**src/rtl/fbmc_pkg.sv**
```systemverilog
// Package of constants for the flash bus mode controller (host side)
package fbmc_pkg;
	localparam int unsigned CLK_HZ = 40_000_000;
	localparam int unsigned ADDR_W = 20;
	localparam int unsigned DATA_W = 8;
	// Command bytes
	localparam logic [7:0] CMD_READ_ARRAY = 8'hff;
	localparam logic [7:0] CMD_IDENT = 8'h90;
	localparam logic [7:0] CMD_READ_STATUS = 8'h70;
	localparam logic [7:0] CMD_CLEAR_STATUS = 8'h50;
	localparam logic [7:0] CMD_ERASE_SETUP = 8'h20;
	localparam logic [7:0] CMD_CONFIRM = 8'hd0;
	localparam logic [7:0] CMD_WRITE_SETUP = 8'h40;
	// Identifier addresses
	localparam logic [19:0] ID_MFR_ADDR = 20'h00000;
	localparam logic [19:0] ID_DEV_ADDR = 20'h00001;
	// Wake-up figures in ns; defaults, no device figures quoted
	localparam int unsigned WAKE_TO_OUTPUT_VALID_NS = 400;
	localparam int unsigned WAKE_TO_COMMAND_WRITE_NS = 1000;
	localparam int unsigned WAKE_CYC = (WAKE_TO_COMMAND_WRITE_NS > WAKE_TO_OUTPUT_VALID_NS ?
		WAKE_TO_COMMAND_WRITE_NS : WAKE_TO_OUTPUT_VALID_NS) * (CLK_HZ / 1_000_000) / 1000 + 1;
	// Strobe base (strobe lasts STROBE_CYC + 3 cycles) and powerdown count in cycles; counter width in bits
	localparam int unsigned STROBE_CYC = 4;
	localparam int unsigned PD_CYC = 4;
	localparam int unsigned CNT_W = 8;
	// Operation codes from the user port
	typedef enum logic [2:0] {
		FBMC_OP_READ = 3'b000,
		FBMC_OP_CMD = 3'b001,
		FBMC_OP_PROGRAM = 3'b010,
		FBMC_OP_ERASE = 3'b011,
		FBMC_OP_IDENT = 3'b100,
		FBMC_OP_STATUS = 3'b101,
		FBMC_OP_ARRAY = 3'b110,
		FBMC_OP_POWERDOWN = 3'b111
	} fbmc_op_t;
endpackage : fbmc_pkg

```
**src/rtl/fbmc_cyc_if.sv**
```systemverilog
// Interface between the sequencer and the bus-cycle engine
`timescale 1ns/1ps
`default_nettype none
interface fbmc_cyc_if;
	logic start;
	logic wr;
	logic [19:0] addr;
	logic [7:0] wdata;
	logic done;
	logic [7:0] rdata;
	modport seq (output start, output wr, output addr, output wdata, input done, input rdata);
	modport eng (input start, input wr, input addr, input wdata, output done, output rdata);
endinterface : fbmc_cyc_if
`default_nettype wire

```
**src/rtl/fbmc_host.sv**
```systemverilog
// Host controller for a byte-wide asynchronous flash: modes, commands, powerdown
`timescale 1ns/1ps
`default_nettype none
// How it works
// [RQ1] Device refuses alteration at low supply
// [RQ2] Reset low disables all device functions
// [RQ3] Program and erase use two-step commands
// [RQ4] Write mode command before any read
// [RQ5] Device wakes in array read mode
// [RQ6] Read: select, output enable low, strobe high
// [RQ7] Output enable high floats data lines
// [RQ8] Chip select high means standby, floated
// [RQ9] Deselect does not stop running operation
// [RQ10] Reset low gives deep powerdown
// [RQ11] Ready/busy low only while machine works
// [RQ12] Identifier: bit zero picks maker/device code
// [RQ13] Identifier command enters identifier mode
// [RQ14] Identifier reads need no high supply
// [RQ15] Wait wake interval before first read
// [RQ16] Wake resets interface and status pattern
// [RQ17] Reset low aborts program or erase
// [RQ18] Wait recovery interval before command write
// [RQ19] Never output enable and strobe together
// [RQ20] Command written on write strobe rising edge
// [RQ21] Array read command restores array mode
// [RQ22] Identifier decodes only address bit zero
module fbmc_host (
	input wire logic i_clk_sys,
	input wire logic i_arst_n,
	input wire logic i_req,
	input wire fbmc_pkg::fbmc_op_t i_op,
	input wire logic [19:0] i_addr,
	input wire logic [7:0] i_wdata,
	output logic o_ready,
	output logic o_done,
	output logic [7:0] o_rdata,
	output logic o_busy_seen,
	input wire logic i_ready_busy_out,
	input wire logic [7:0] i_data_lines,
	output logic [7:0] o_data_lines,
	output logic o_data_lines_oe,
	output logic [19:0] o_addr,
	output logic o_chip_sel_n,
	output logic o_out_en_n,
	output logic o_write_n,
	output logic o_reset_powerdown_n
);
	typedef enum logic [2:0] {
		FBMC_S_WAKE = 3'b000,
		FBMC_S_IDLE = 3'b001,
		FBMC_S_CYC1 = 3'b010,
		FBMC_S_CYC2 = 3'b011,
		FBMC_S_PD = 3'b100
	} fbmc_st_t;
	fbmc_st_t st_r, st_nxt;
	logic [15:0] cnt_r, cnt_nxt;
	logic [2:0] op_r, op_nxt;
	logic [19:0] addr_r, addr_nxt;
	logic [7:0] wd_r, wd_nxt, rd_r, rd_nxt;
	logic done_r, done_nxt, reset_powerdown_n_r, reset_powerdown_n_nxt;
	// Ready/busy pin is asynchronous: two flops before any use
	logic rb_s1_r, rb_s2_r;
	logic go_r, go_nxt;
	logic [19:0] caddr;
	logic [7:0] cdata;
	logic cwr;
	// One engine runs every bus cycle, so strobe timing lives in one place
	fbmc_cyc_if cyc ();

	fbmc_cycle u_cycle (
		.i_clk_sys(i_clk_sys),
		.i_arst_n(i_arst_n),
		.cyc(cyc),
		.i_data_lines(i_data_lines),
		.o_chip_sel_n(o_chip_sel_n),
		.o_out_en_n(o_out_en_n),
		.o_write_n(o_write_n),
		.o_addr(o_addr),
		.o_data_lines(o_data_lines),
		.o_data_lines_oe(o_data_lines_oe)
	);

	// Selects what the current bus cycle carries
	always_comb begin
		cwr = 1'b1;
		caddr = addr_r;
		cdata = wd_r;
		case (fbmc_pkg::fbmc_op_t'(op_r))
			fbmc_pkg::FBMC_OP_READ: cwr = 1'b0;
			fbmc_pkg::FBMC_OP_PROGRAM: begin
				// Setup then data: a lone write never alters [RQ3]
				cdata = (st_r == FBMC_S_CYC1) ? fbmc_pkg::CMD_WRITE_SETUP : wd_r;
			end
			fbmc_pkg::FBMC_OP_ERASE: begin
				cdata = (st_r == FBMC_S_CYC1) ? fbmc_pkg::CMD_ERASE_SETUP : fbmc_pkg::CMD_CONFIRM; // [RQ3]
			end
			fbmc_pkg::FBMC_OP_IDENT: begin
				// Mode command first, then read; only bit zero matters [RQ13] [RQ12] [RQ22]
				cwr = (st_r == FBMC_S_CYC1);
				cdata = fbmc_pkg::CMD_IDENT;
				caddr = (st_r == FBMC_S_CYC1) ? '0 : {19'h00000, addr_r[0]};
			end
			fbmc_pkg::FBMC_OP_STATUS: begin
				cwr = (st_r == FBMC_S_CYC1); // [RQ4]
				cdata = fbmc_pkg::CMD_READ_STATUS;
			end
			fbmc_pkg::FBMC_OP_ARRAY: cdata = fbmc_pkg::CMD_READ_ARRAY; // [RQ21]
			default: cdata = wd_r;
		endcase
	end

	always_comb begin
		st_nxt = st_r;
		cnt_nxt = cnt_r;
		op_nxt = op_r;
		addr_nxt = addr_r;
		wd_nxt = wd_r;
		rd_nxt = rd_r;
		done_nxt = 1'b0;
		reset_powerdown_n_nxt = reset_powerdown_n_r;
		go_nxt = 1'b0;
		case (st_r)
			FBMC_S_WAKE: begin
				// Hold off every access until both wake times pass [RQ15] [RQ18]
				// One shared wait: reads lose a few cycles, counter stays single
				reset_powerdown_n_nxt = 1'b1;
				cnt_nxt = cnt_r + 1'b1;
				if (cnt_r == 16'(fbmc_pkg::WAKE_CYC)) begin
					st_nxt = FBMC_S_IDLE;
				end
			end
			FBMC_S_IDLE: begin
				if (i_req) begin
					op_nxt = i_op;
					addr_nxt = i_addr;
					wd_nxt = i_wdata;
					cnt_nxt = '0;
					if (i_op == fbmc_pkg::FBMC_OP_POWERDOWN) begin
						// Powerdown also aborts any running operation [RQ10] [RQ17]
						st_nxt = FBMC_S_PD;
						reset_powerdown_n_nxt = 1'b0;
					end else begin
						st_nxt = FBMC_S_CYC1;
						go_nxt = 1'b1;
					end
				end
			end
			FBMC_S_CYC1: begin
				if (cyc.done) begin
					if (op_r == fbmc_pkg::FBMC_OP_READ || op_r == fbmc_pkg::FBMC_OP_CMD ||
						op_r == fbmc_pkg::FBMC_OP_ARRAY) begin
						st_nxt = FBMC_S_IDLE;
						done_nxt = 1'b1;
						rd_nxt = cyc.rdata;
					end else begin
						st_nxt = FBMC_S_CYC2;
						go_nxt = 1'b1;
					end
				end
			end
			FBMC_S_CYC2: begin
				if (cyc.done) begin
					st_nxt = FBMC_S_IDLE;
					done_nxt = 1'b1;
					rd_nxt = cyc.rdata;
				end
			end
			default: begin
				cnt_nxt = cnt_r + 1'b1;
				if (cnt_r == 16'(fbmc_pkg::PD_CYC)) begin
					// Device returns in array mode; wait out wake time [RQ5] [RQ16]
					st_nxt = FBMC_S_WAKE;
					cnt_nxt = '0;
					done_nxt = 1'b1;
				end
			end
		endcase
	end

	always_ff @(posedge i_clk_sys or negedge i_arst_n) begin
		if (!i_arst_n) begin
			// Start in powerdown so the first access waits out a wake
			st_r <= FBMC_S_PD;
			cnt_r <= '0;
			op_r <= 3'h0;
			addr_r <= '0;
			wd_r <= '0;
			rd_r <= '0;
			done_r <= 1'b0;
			reset_powerdown_n_r <= 1'b0;
			go_r <= 1'b0;
			rb_s1_r <= 1'b1;
			rb_s2_r <= 1'b1;
		end else begin
			st_r <= st_nxt;
			cnt_r <= cnt_nxt;
			op_r <= op_nxt;
			addr_r <= addr_nxt;
			wd_r <= wd_nxt;
			rd_r <= rd_nxt;
			done_r <= done_nxt;
			reset_powerdown_n_r <= reset_powerdown_n_nxt;
			go_r <= go_nxt;
			rb_s1_r <= i_ready_busy_out;
			rb_s2_r <= rb_s1_r;
		end
	end

	assign cyc.start = go_r;
	assign cyc.wr = cwr;
	assign cyc.addr = caddr;
	assign cyc.wdata = cdata;
	// Requests outside idle are dropped, not queued
	assign o_ready = (st_r == FBMC_S_IDLE);
	assign o_done = done_r;
	assign o_rdata = rd_r;
	// Busy only meaningful while awake; device reports ready in powerdown [RQ11]
	assign o_busy_seen = !rb_s2_r;
	assign o_reset_powerdown_n = reset_powerdown_n_r; // [RQ2]
endmodule : fbmc_host
`default_nettype wire

```
**src/rtl/fbmc_cycle.sv**
```systemverilog
// Single bus-cycle engine: one read or one command write on the flash pins
`timescale 1ns/1ps
`default_nettype none
module fbmc_cycle (
	input wire logic i_clk_sys,
	input wire logic i_arst_n,
	fbmc_cyc_if.eng cyc,
	input wire logic [7:0] i_data_lines,
	output logic o_chip_sel_n,
	output logic o_out_en_n,
	output logic o_write_n,
	output logic [19:0] o_addr,
	output logic [7:0] o_data_lines,
	output logic o_data_lines_oe
);
	typedef enum logic [1:0] {
		FBMC_C_IDLE = 2'b00,
		FBMC_C_ACT = 2'b01,
		FBMC_C_REL = 2'b10
	} fbmc_cst_t;
	fbmc_cst_t st_r, st_nxt;
	logic [fbmc_pkg::CNT_W-1:0] cnt_r, cnt_nxt;
	logic wr_r, wr_nxt;
	logic [19:0] addr_r, addr_nxt;
	logic [7:0] wd_r, wd_nxt, rd_r, rd_nxt;
	logic [7:0] din_s1_r, din_s2_r;
	logic done_r, done_nxt;

	always_comb begin
		st_nxt = st_r;
		cnt_nxt = cnt_r;
		wr_nxt = wr_r;
		addr_nxt = addr_r;
		wd_nxt = wd_r;
		rd_nxt = rd_r;
		done_nxt = 1'b0;
		case (st_r)
			FBMC_C_IDLE: begin
				if (cyc.start) begin
					st_nxt = FBMC_C_ACT;
					wr_nxt = cyc.wr;
					addr_nxt = cyc.addr;
					wd_nxt = cyc.wdata;
					cnt_nxt = '0;
				end
			end
			FBMC_C_ACT: begin
				cnt_nxt = cnt_r + 1'b1;
				// Extra cycles let the synchronised data settle
				if (cnt_r == fbmc_pkg::CNT_W'(fbmc_pkg::STROBE_CYC + 2)) begin
					st_nxt = FBMC_C_REL;
					if (!wr_r) rd_nxt = din_s2_r;
				end
			end
			default: begin
				// Strobe rises here; address and data still held [RQ20]
				st_nxt = FBMC_C_IDLE;
				done_nxt = 1'b1;
			end
		endcase
	end

	always_ff @(posedge i_clk_sys or negedge i_arst_n) begin
		if (!i_arst_n) begin
			st_r <= FBMC_C_IDLE;
			cnt_r <= '0;
			wr_r <= 1'b0;
			addr_r <= '0;
			wd_r <= '0;
			rd_r <= '0;
			done_r <= 1'b0;
			din_s1_r <= '0;
			din_s2_r <= '0;
		end else begin
			st_r <= st_nxt;
			cnt_r <= cnt_nxt;
			wr_r <= wr_nxt;
			addr_r <= addr_nxt;
			wd_r <= wd_nxt;
			rd_r <= rd_nxt;
			done_r <= done_nxt;
			din_s1_r <= i_data_lines;
			din_s2_r <= din_s1_r;
		end
	end

	// Write and output strobes are never low together [RQ19]
	assign o_chip_sel_n = (st_r == FBMC_C_IDLE);
	assign o_out_en_n = !(st_r == FBMC_C_ACT && !wr_r); // [RQ6]
	assign o_write_n = !(st_r == FBMC_C_ACT && wr_r); // [RQ20]
	assign o_addr = addr_r;
	assign o_data_lines = wd_r;
	assign o_data_lines_oe = (st_r != FBMC_C_IDLE) && wr_r;
	assign cyc.done = done_r;
	assign cyc.rdata = rd_r;
endmodule : fbmc_cycle
`default_nettype wire

```
**config.mk**
```make
export PLATFORM = sky130hd
export DESIGN_NAME = fbmc_host
export DESIGN_NICKNAME = d
export VERILOG_FILES = /design/src/rtl/fbmc_pkg.sv /design/src/rtl/fbmc_cyc_if.sv /design/src/rtl/fbmc_host.sv /design/src/rtl/fbmc_cycle.sv
export SDC_FILE = /design/constraint.sdc
export NUM_CORES = 1
export LEC_CHECK = 0
export BUFFER_PORTS_ARGS = -buffer_cell sky130_fd_sc_hd__buf_2
export CORE_MARGIN = 5
export CORE_UTILIZATION = 51
export CTS_CLUSTER_SIZE = 28
export DETAILED_ROUTE_END_ITERATION = 8
export PLACE_DENSITY = 0.81
export SLEW_MARGIN = 20
export SYNTH_ARGS = -nofsm -noshare
export SYNTH_HDL_FRONTEND = slang
export SYNTH_SLANG_ARGS = --single-unit
```
**constraint.sdc**
```tcl
create_clock -name i_clk_sys -period 1.8 [get_ports i_clk_sys]
set_clock_uncertainty 0.2 [all_clocks]
set_input_delay 0.09 -clock i_clk_sys [delete_from_list [all_inputs] [get_ports i_clk_sys]]
set_output_delay 0.09 -clock i_clk_sys [all_outputs]
set_load 0.05 [all_outputs]
```
## After elaboration in Yosys (flattened, before gate mapping)

Index checks and enable logic that the tools add are counted.

| word-level totals | value |
|---|---|
| flip-flop bits (word level) | 127 |
| input bits | 43 |

| cells by class | value |
|---|---|
| add/sub/neg operators | 2 |
| equal/unequal tests | 22 |
| mux-type cells | 40 |
| bitwise gates (word level) | 2 |
| reduce and logical (&&, ||, !) cells | 30 |

Operators with widths:

| operator | number |
|---|---|
| 8-bit 2-to-1 mux | 6 |
| 16-bit case mux with 3 select lines | 1 |
| 8-bit case mux with 5 select lines | 1 |
| 16-bit 2-to-1 mux | 2 |
| 8-bit case mux with 2 select lines | 2 |
| 20-bit 2-to-1 mux | 1 |
| 3-bit 2-to-1 mux | 6 |
| 16-bit by 1-bit adder with 16-bit output, second input constant | 1 |
| 16-bit by 3-bit == test with 1-bit output, second input constant | 1 |
| 16-bit by 6-bit == test with 1-bit output, second input constant | 1 |
| 3-bit by 2-bit == test with 1-bit output, second input constant | 4 |
| 3-bit == test, second input constant | 4 |
| 1-bit 2-to-1 mux | 12 |
| 2-bit by 1-bit != test with 1-bit output, second input constant | 6 |
| 3-bit case mux with 4 select lines | 1 |
| 2-bit AND reduction | 5 |
| 8-bit by 1-bit adder with 8-bit output, second input constant | 1 |
| 8-bit by 3-bit == test with 1-bit output, second input constant | 1 |
| 2-bit nonzero test | 4 |
| 2-bit OR reduction | 4 |
| 3-bit by 1-bit == test with 1-bit output, second input constant | 2 |
| 3-bit zero test | 2 |
| 2-bit 2-to-1 mux | 3 |
| 1-bit case mux with 2 select lines | 3 |
| 13 further kinds | 22 |

## Logic depth before layout (Yosys ltp)

| logic depth | value |
|---|---|
| depth after elaboration | 6 |
| depth in mapped cells | 7 |
| depth with buffers taken out | 6 |

## Hierarchy

Synthesis repeated with hierarchy kept, for this count alone.

| unflattened totals | value |
|---|---|
| cell total of the unflattened synthesis | 518 |
| area total of the unflattened synthesis | 5586.6 µm² |

By module, submodules not included:

| module | times used | cells an instance | area each (µm²) | sequential area each (µm²) |
|---|---|---|---|---|
| fbmc_host | 1 | 307 | 3203.1 | 1580.3 |
| fbmc_cycle | 1 | 211 | 2383.5 | 1601.5 |

## Worst setup path before layout

Ideal clock, no wire load.

| timing | value |
|---|---|
| path type | register to register |
| start point | register u_cycle.st_r[0] |
| end point | register u_cycle.addr_r[14] (netlist: u_cycle.o_addr[14]) |
| library setup time | 0.067 ns |
| data arrival time | 2.166 ns |
| required time | 1.533 ns |
| slack | -0.633 ns |
| stages on the path, launching flop included | 6 |
| path buffers | 1 |
| period minus slack after synthesis | 2.433 ns |
| cell sequence | dfrtp_1 > nor2_1 > nand2_1 > nor2_2 > buf_2 > a22o_1 |

| between the ends | value |
|---|---|
| word-level cells in the longest chain between the ends | 2 |

Ends and longest elaborated chain:

| item | RTL line | source |
|---|---|---|
| start, declared | fbmc_cycle.sv:21 | `fbmc_cst_t st_r, st_nxt;` |
| start signal, assigned | fbmc_cycle.sv:75 | `st_r <= st_nxt;` |
| 2-bit zero test | n/a |  |
| net o_chip_sel_n | fbmc_host.sv:43 | `output logic o_chip_sel_n,` |
| 2-bit AND reduction (no source line) | n/a |  |
| end signal, assigned | fbmc_cycle.sv:78 | `addr_r <= addr_nxt;` |
| end, declared | fbmc_cycle.sv:24 | `logic [19:0] addr_r, addr_nxt;` |

The timed path passes the listed nets, and every way through them passes these cells.
A chain may end at the register's enable or synchronous reset.

## Worst setup path after layout

| timing | value |
|---|---|
| start point | register cnt_r[9] |
| end point | register cnt_r[5] |

| between the ends | value |
|---|---|
| word-level cells in the longest chain between the ends | 3 |

Ends and longest elaborated chain:

| item | RTL line | source |
|---|---|---|
| start, declared | fbmc_host.sv:56 | `logic [15:0] cnt_r, cnt_nxt;` |
| start signal, assigned | fbmc_host.sv:196 | `cnt_r <= cnt_nxt;` |
| 16-bit by 3-bit == test with 1-bit output | fbmc_host.sv:170 | `if (cnt_r == 16'(fbmc_pkg::PD_CYC)) begin` |
| 16-bit 2-to-1 mux | fbmc_host.sv:170 |  |
| 16-bit case mux with 3 select lines | fbmc_host.sv:122 | `case (st_r)` |

No other way between the ends.

==> results.tsv <==
stage	metric	value	unit
clocking	max_root_sink_buffers	2	
synthesis	synth-warning-count	0	
final_layout	fin_nets	713	
floorplanning	top_level_ports	87	
grt	global_route_usage_over_all_layers	25.21	%
flow_run	drv_cap	0	
power	vdd_drop_max	0.0008437	V
power	net-switching-power	1444	uW
final_layout	layout.cells.most_common	dfrtp_1	
detailed_routing	routed_wirelength	17.67	mm
timing	period_minus_slack	2.069	ns
setup_path	worstSetupStartpointType	register	
setup_path	timing.rr.start	cnt_r[9]	
detailed_routing	detailroute.via_count	4877	
timing	timing.final.max_slew_violations	0	
timing	final.setup.worst_slack	-0.2687	ns
detailed_routing	first_pass_iters	5	
synthesis	mappedNetlistArea	5345	um2
setup_path	path_class	reg -> reg	
synthesis	syn_nets	484	
timing	hold_violations	0	
setup_path	cp-startpoint	cnt_r[9]	
detailed_routing	wire_per_inst	21.70	um
setup_path	worstPathMaxFanout	5	
run_status	failing_checks	setup timing	
final_layout	commonest_cells_after_routing_fill_and_taps_aside	121 x dfrtp_1, 81 x buf_2, 79 x buf_4	
final_layout	layoutNonFillerInstCount	814	
setup_path	timing.critical_path.to	cnt_r[5]	
synthesis	dominantRegCellSynth	dfrtp_1	
power	power_per_cell_area	860.9	nW/um2
setup_path	endpoint_kind	register	
clocking	clk_transition_reported_paths	0.07	ns
final_layout	drive_gt1_share	46.76	%
setup_path	reg2reg_to	cnt_r[5]	
timing	setup_total_negative_slack	-6.469	ns
power	leakage	0.003963	uW
power	internal_power	5530	uW
setup_path	crit_arrival	2.27	ns
grt	grt_first_pass_wirelength	25.04	mm
final_layout	number_of_inserted_filler_cells_in_the_final_layout	542	
floorplanning	die_width	112.4	um
setup_path	reg2reg_setup_slack	-0.27	ns
clocking	cts_tree	yes	
final_layout	syn_to_final_growth	51.57	%
floorplanning	initial_cell_density_of_the_core	52.01	%
placement	dpl.cell_count	704	
placement	place.gp.congestion	0.9134	
placement	port_buffers	86	
detailed_routing	routed_via_density	5.991	
grt	grt_antenna_before_repair	0	
grt	grt_overflow	0	
detailed_routing	detailedRoute.firstIterationViolations	470	
clocking	numClockSinks	127	
timing	finalSetupViolCount	65	
detailed_routing	drtAntennaViolNets	0	
clocking	cts_buffers	17	
grt	grt_pass1_vias	5054	
placement	pre_cts_ws	-0.07088	ns
setup_path	timing.reg2reg.worst_path_depth	5	
setup_path	worst-endpoint-required	2.00	ns
synthesis	synth.ff_latch_count	127	
synthesis	synth_edf_count	0	
synthesis	synthArstFlopShare	100.0	%
clocking	h_tree_level_count	4	
synthesis	post_synth_inst_count	436	
power	clock_power_share	55.5	%
synthesis	per_instance_average_area_after_synthesis	12.26	um2
clocking	cts_root_buf	clkbuf_8	
floorplanning	die_area	12630	um2
floorplanning	die-height	112.4	um
timing	max_slew.worst_pin.slew	0.4617	ns
floorplanning	core_area	10280	um2
power	power.combinational.fraction	3.2	%
run_status	outcome	finished, violations left	
grt	grt_start_max_net_pins	76	
placement	dp.final_hpwl	8.703	mm
timing	max_clock_freq	483.4	MHz
timing	max_slew_margin	68.94	%
timing	hold_ws	0.1237	ns
detailed_routing	remaining_drc_errors	0	
min_path	timing.hold.worst.class	in -> reg	
synthesis	ys_seq_area_share	59.53	%
synthesis	yosys.cell_types.count	64	
floorplanning	fp-row-count	37	
power	seqPwrFrac	41.3	%
final_layout	num_antenna_cells	0	
power	netSwitchingFraction	20.70	%
clocking	clkLatencyLatePin	0.54	ns
timing	layout_worst_path_cycle_share	114.9	%
timing	rsz0062_at_grt	true	
## worst max-delay path: stages, from the launching register on
cell	delay, ns
dfrtp_1	0.45
nor3_2	0.38
nand4_1	0.32
o211ai_1	0.31
buf_4	0.19
o311ai_2	0.09
## layer usage
| layer | routed length [um] | vias up | global-route usage (%) |
|---|---|---|---|
| li1 | - | 2057 | - |
| met1 | 6098 | 2432 | 26.57 |
| met2 | 9263 | 286 | 45.77 |
| met3 | 1295 | 102 | 7.601 |
| met4 | 1010 | 0 | 12.02 |
| met5 | 0 | - | 0 |
## Yosys cell counts (7+ instances only)
| cell | n | area share (%) |
|---|---|---|
| a22o_1 | 19 | 3.1 |
| buf_2 | 10 | 0.94 |
| o211ai_1 | 7 | 0.98 |
| nand2b_1 | 7 | 0.82 |
| nand2_1 | 40 | 2.8 |
| nor2_1 | 17 | 1.2 |
| or4_1 | 7 | 0.98 |
| o21ai_0 | 24 | 2.2 |
| inv_1 | 10 | 0.70 |
| dfrtp_1 | 124 | 58 |
| mux2_2 | 45 | 9.5 |
| nand4_1 | 7 | 0.82 |
| a21oi_1 | 8 | 0.75 |
| nand3_1 | 20 | 1.9 |
## state kept, by name, indices dropped and copies added (netlist names), 8 cells and up
signal,count
addr_r,20
cnt_r,16
o_rdata,8
u_cycle.cnt_r,8
u_cycle.cyc.rdata,8
u_cycle.din_s1_r,8
u_cycle.din_s2_r,8
u_cycle.o_addr,20
u_cycle.o_data_lines,8
wd_r,8
## layout make-up
class	instances	area, um2	area share [%]
Clock buffer	18	417.9	5.158
Clock inverter	14	237.7	2.934
Inverter	10	41.29	0.5097
Multi-Input combinational cell	279	2262	27.92
Sequential cell	127	3186	39.32
Tap cell	136	170.2	2.100
Timing Repair Buffer	230	1787	22.05
## through the flow
stage	cell area (um2)	total power (uW)	utilization, %
finish	8102	6974	78.83
floorplan	5398	2943	-
global placement	6420	3058	62.47
global route	8102	7145	78.83
CTS	7810	6934	75.99
detailed placement	6420	3064	62.47
## cell families after synthesis
logic type                 count (synthesis)  share of synthesized area (%)
and+or+nand+nor                          136                          14.26
DFF                                      127                          59.53
xor gates and xnor gates                   2                         0.3278
AOI/OAI and AO/OA                         88                          11.84
adders and majority gates                  5                          1.170
buffers and inverters                     30                          2.832
muxes                                     48                          10.04
## power groups by stage
stage	combinational, uW	clock [uW]	sequential [uW]
final	223	3870	2880
after global routing	246	4020	2880
after CTS	217	3830	2880
after detailed placement	129	0	2930
after global placement	125	0	2930
after floorplan	9.41	0	2930
## how the worst min path moves through the flow
stage	startpoint	slack (ns)	depth (start not counted)	endpoint
final	i_addr[6]	0.12	3	addr_r[6]
after CTS	i_addr[11]	0.11	3	addr_r[11]
after global routing	i_addr[11]	0.13	3	addr_r[11]
after floorplan	i_arst_n	-0.41	0	addr_r[0]
after global placement	i_arst_n	-0.09	2	cnt_r[9]
after detailed placement	i_arst_n	-0.09	2	cnt_r[9]
## what timing repair did
action                     in CTS  in global routing
setup endpoints to repair      54                 71
cloned                          1                  0
buffers inserted               14                 12
resized for setup              27                 47
hold endpoints to repair      172                  0
hold buffers                   52                  0
pin swaps                      13                 22
(Power assumes the default switching activity.)
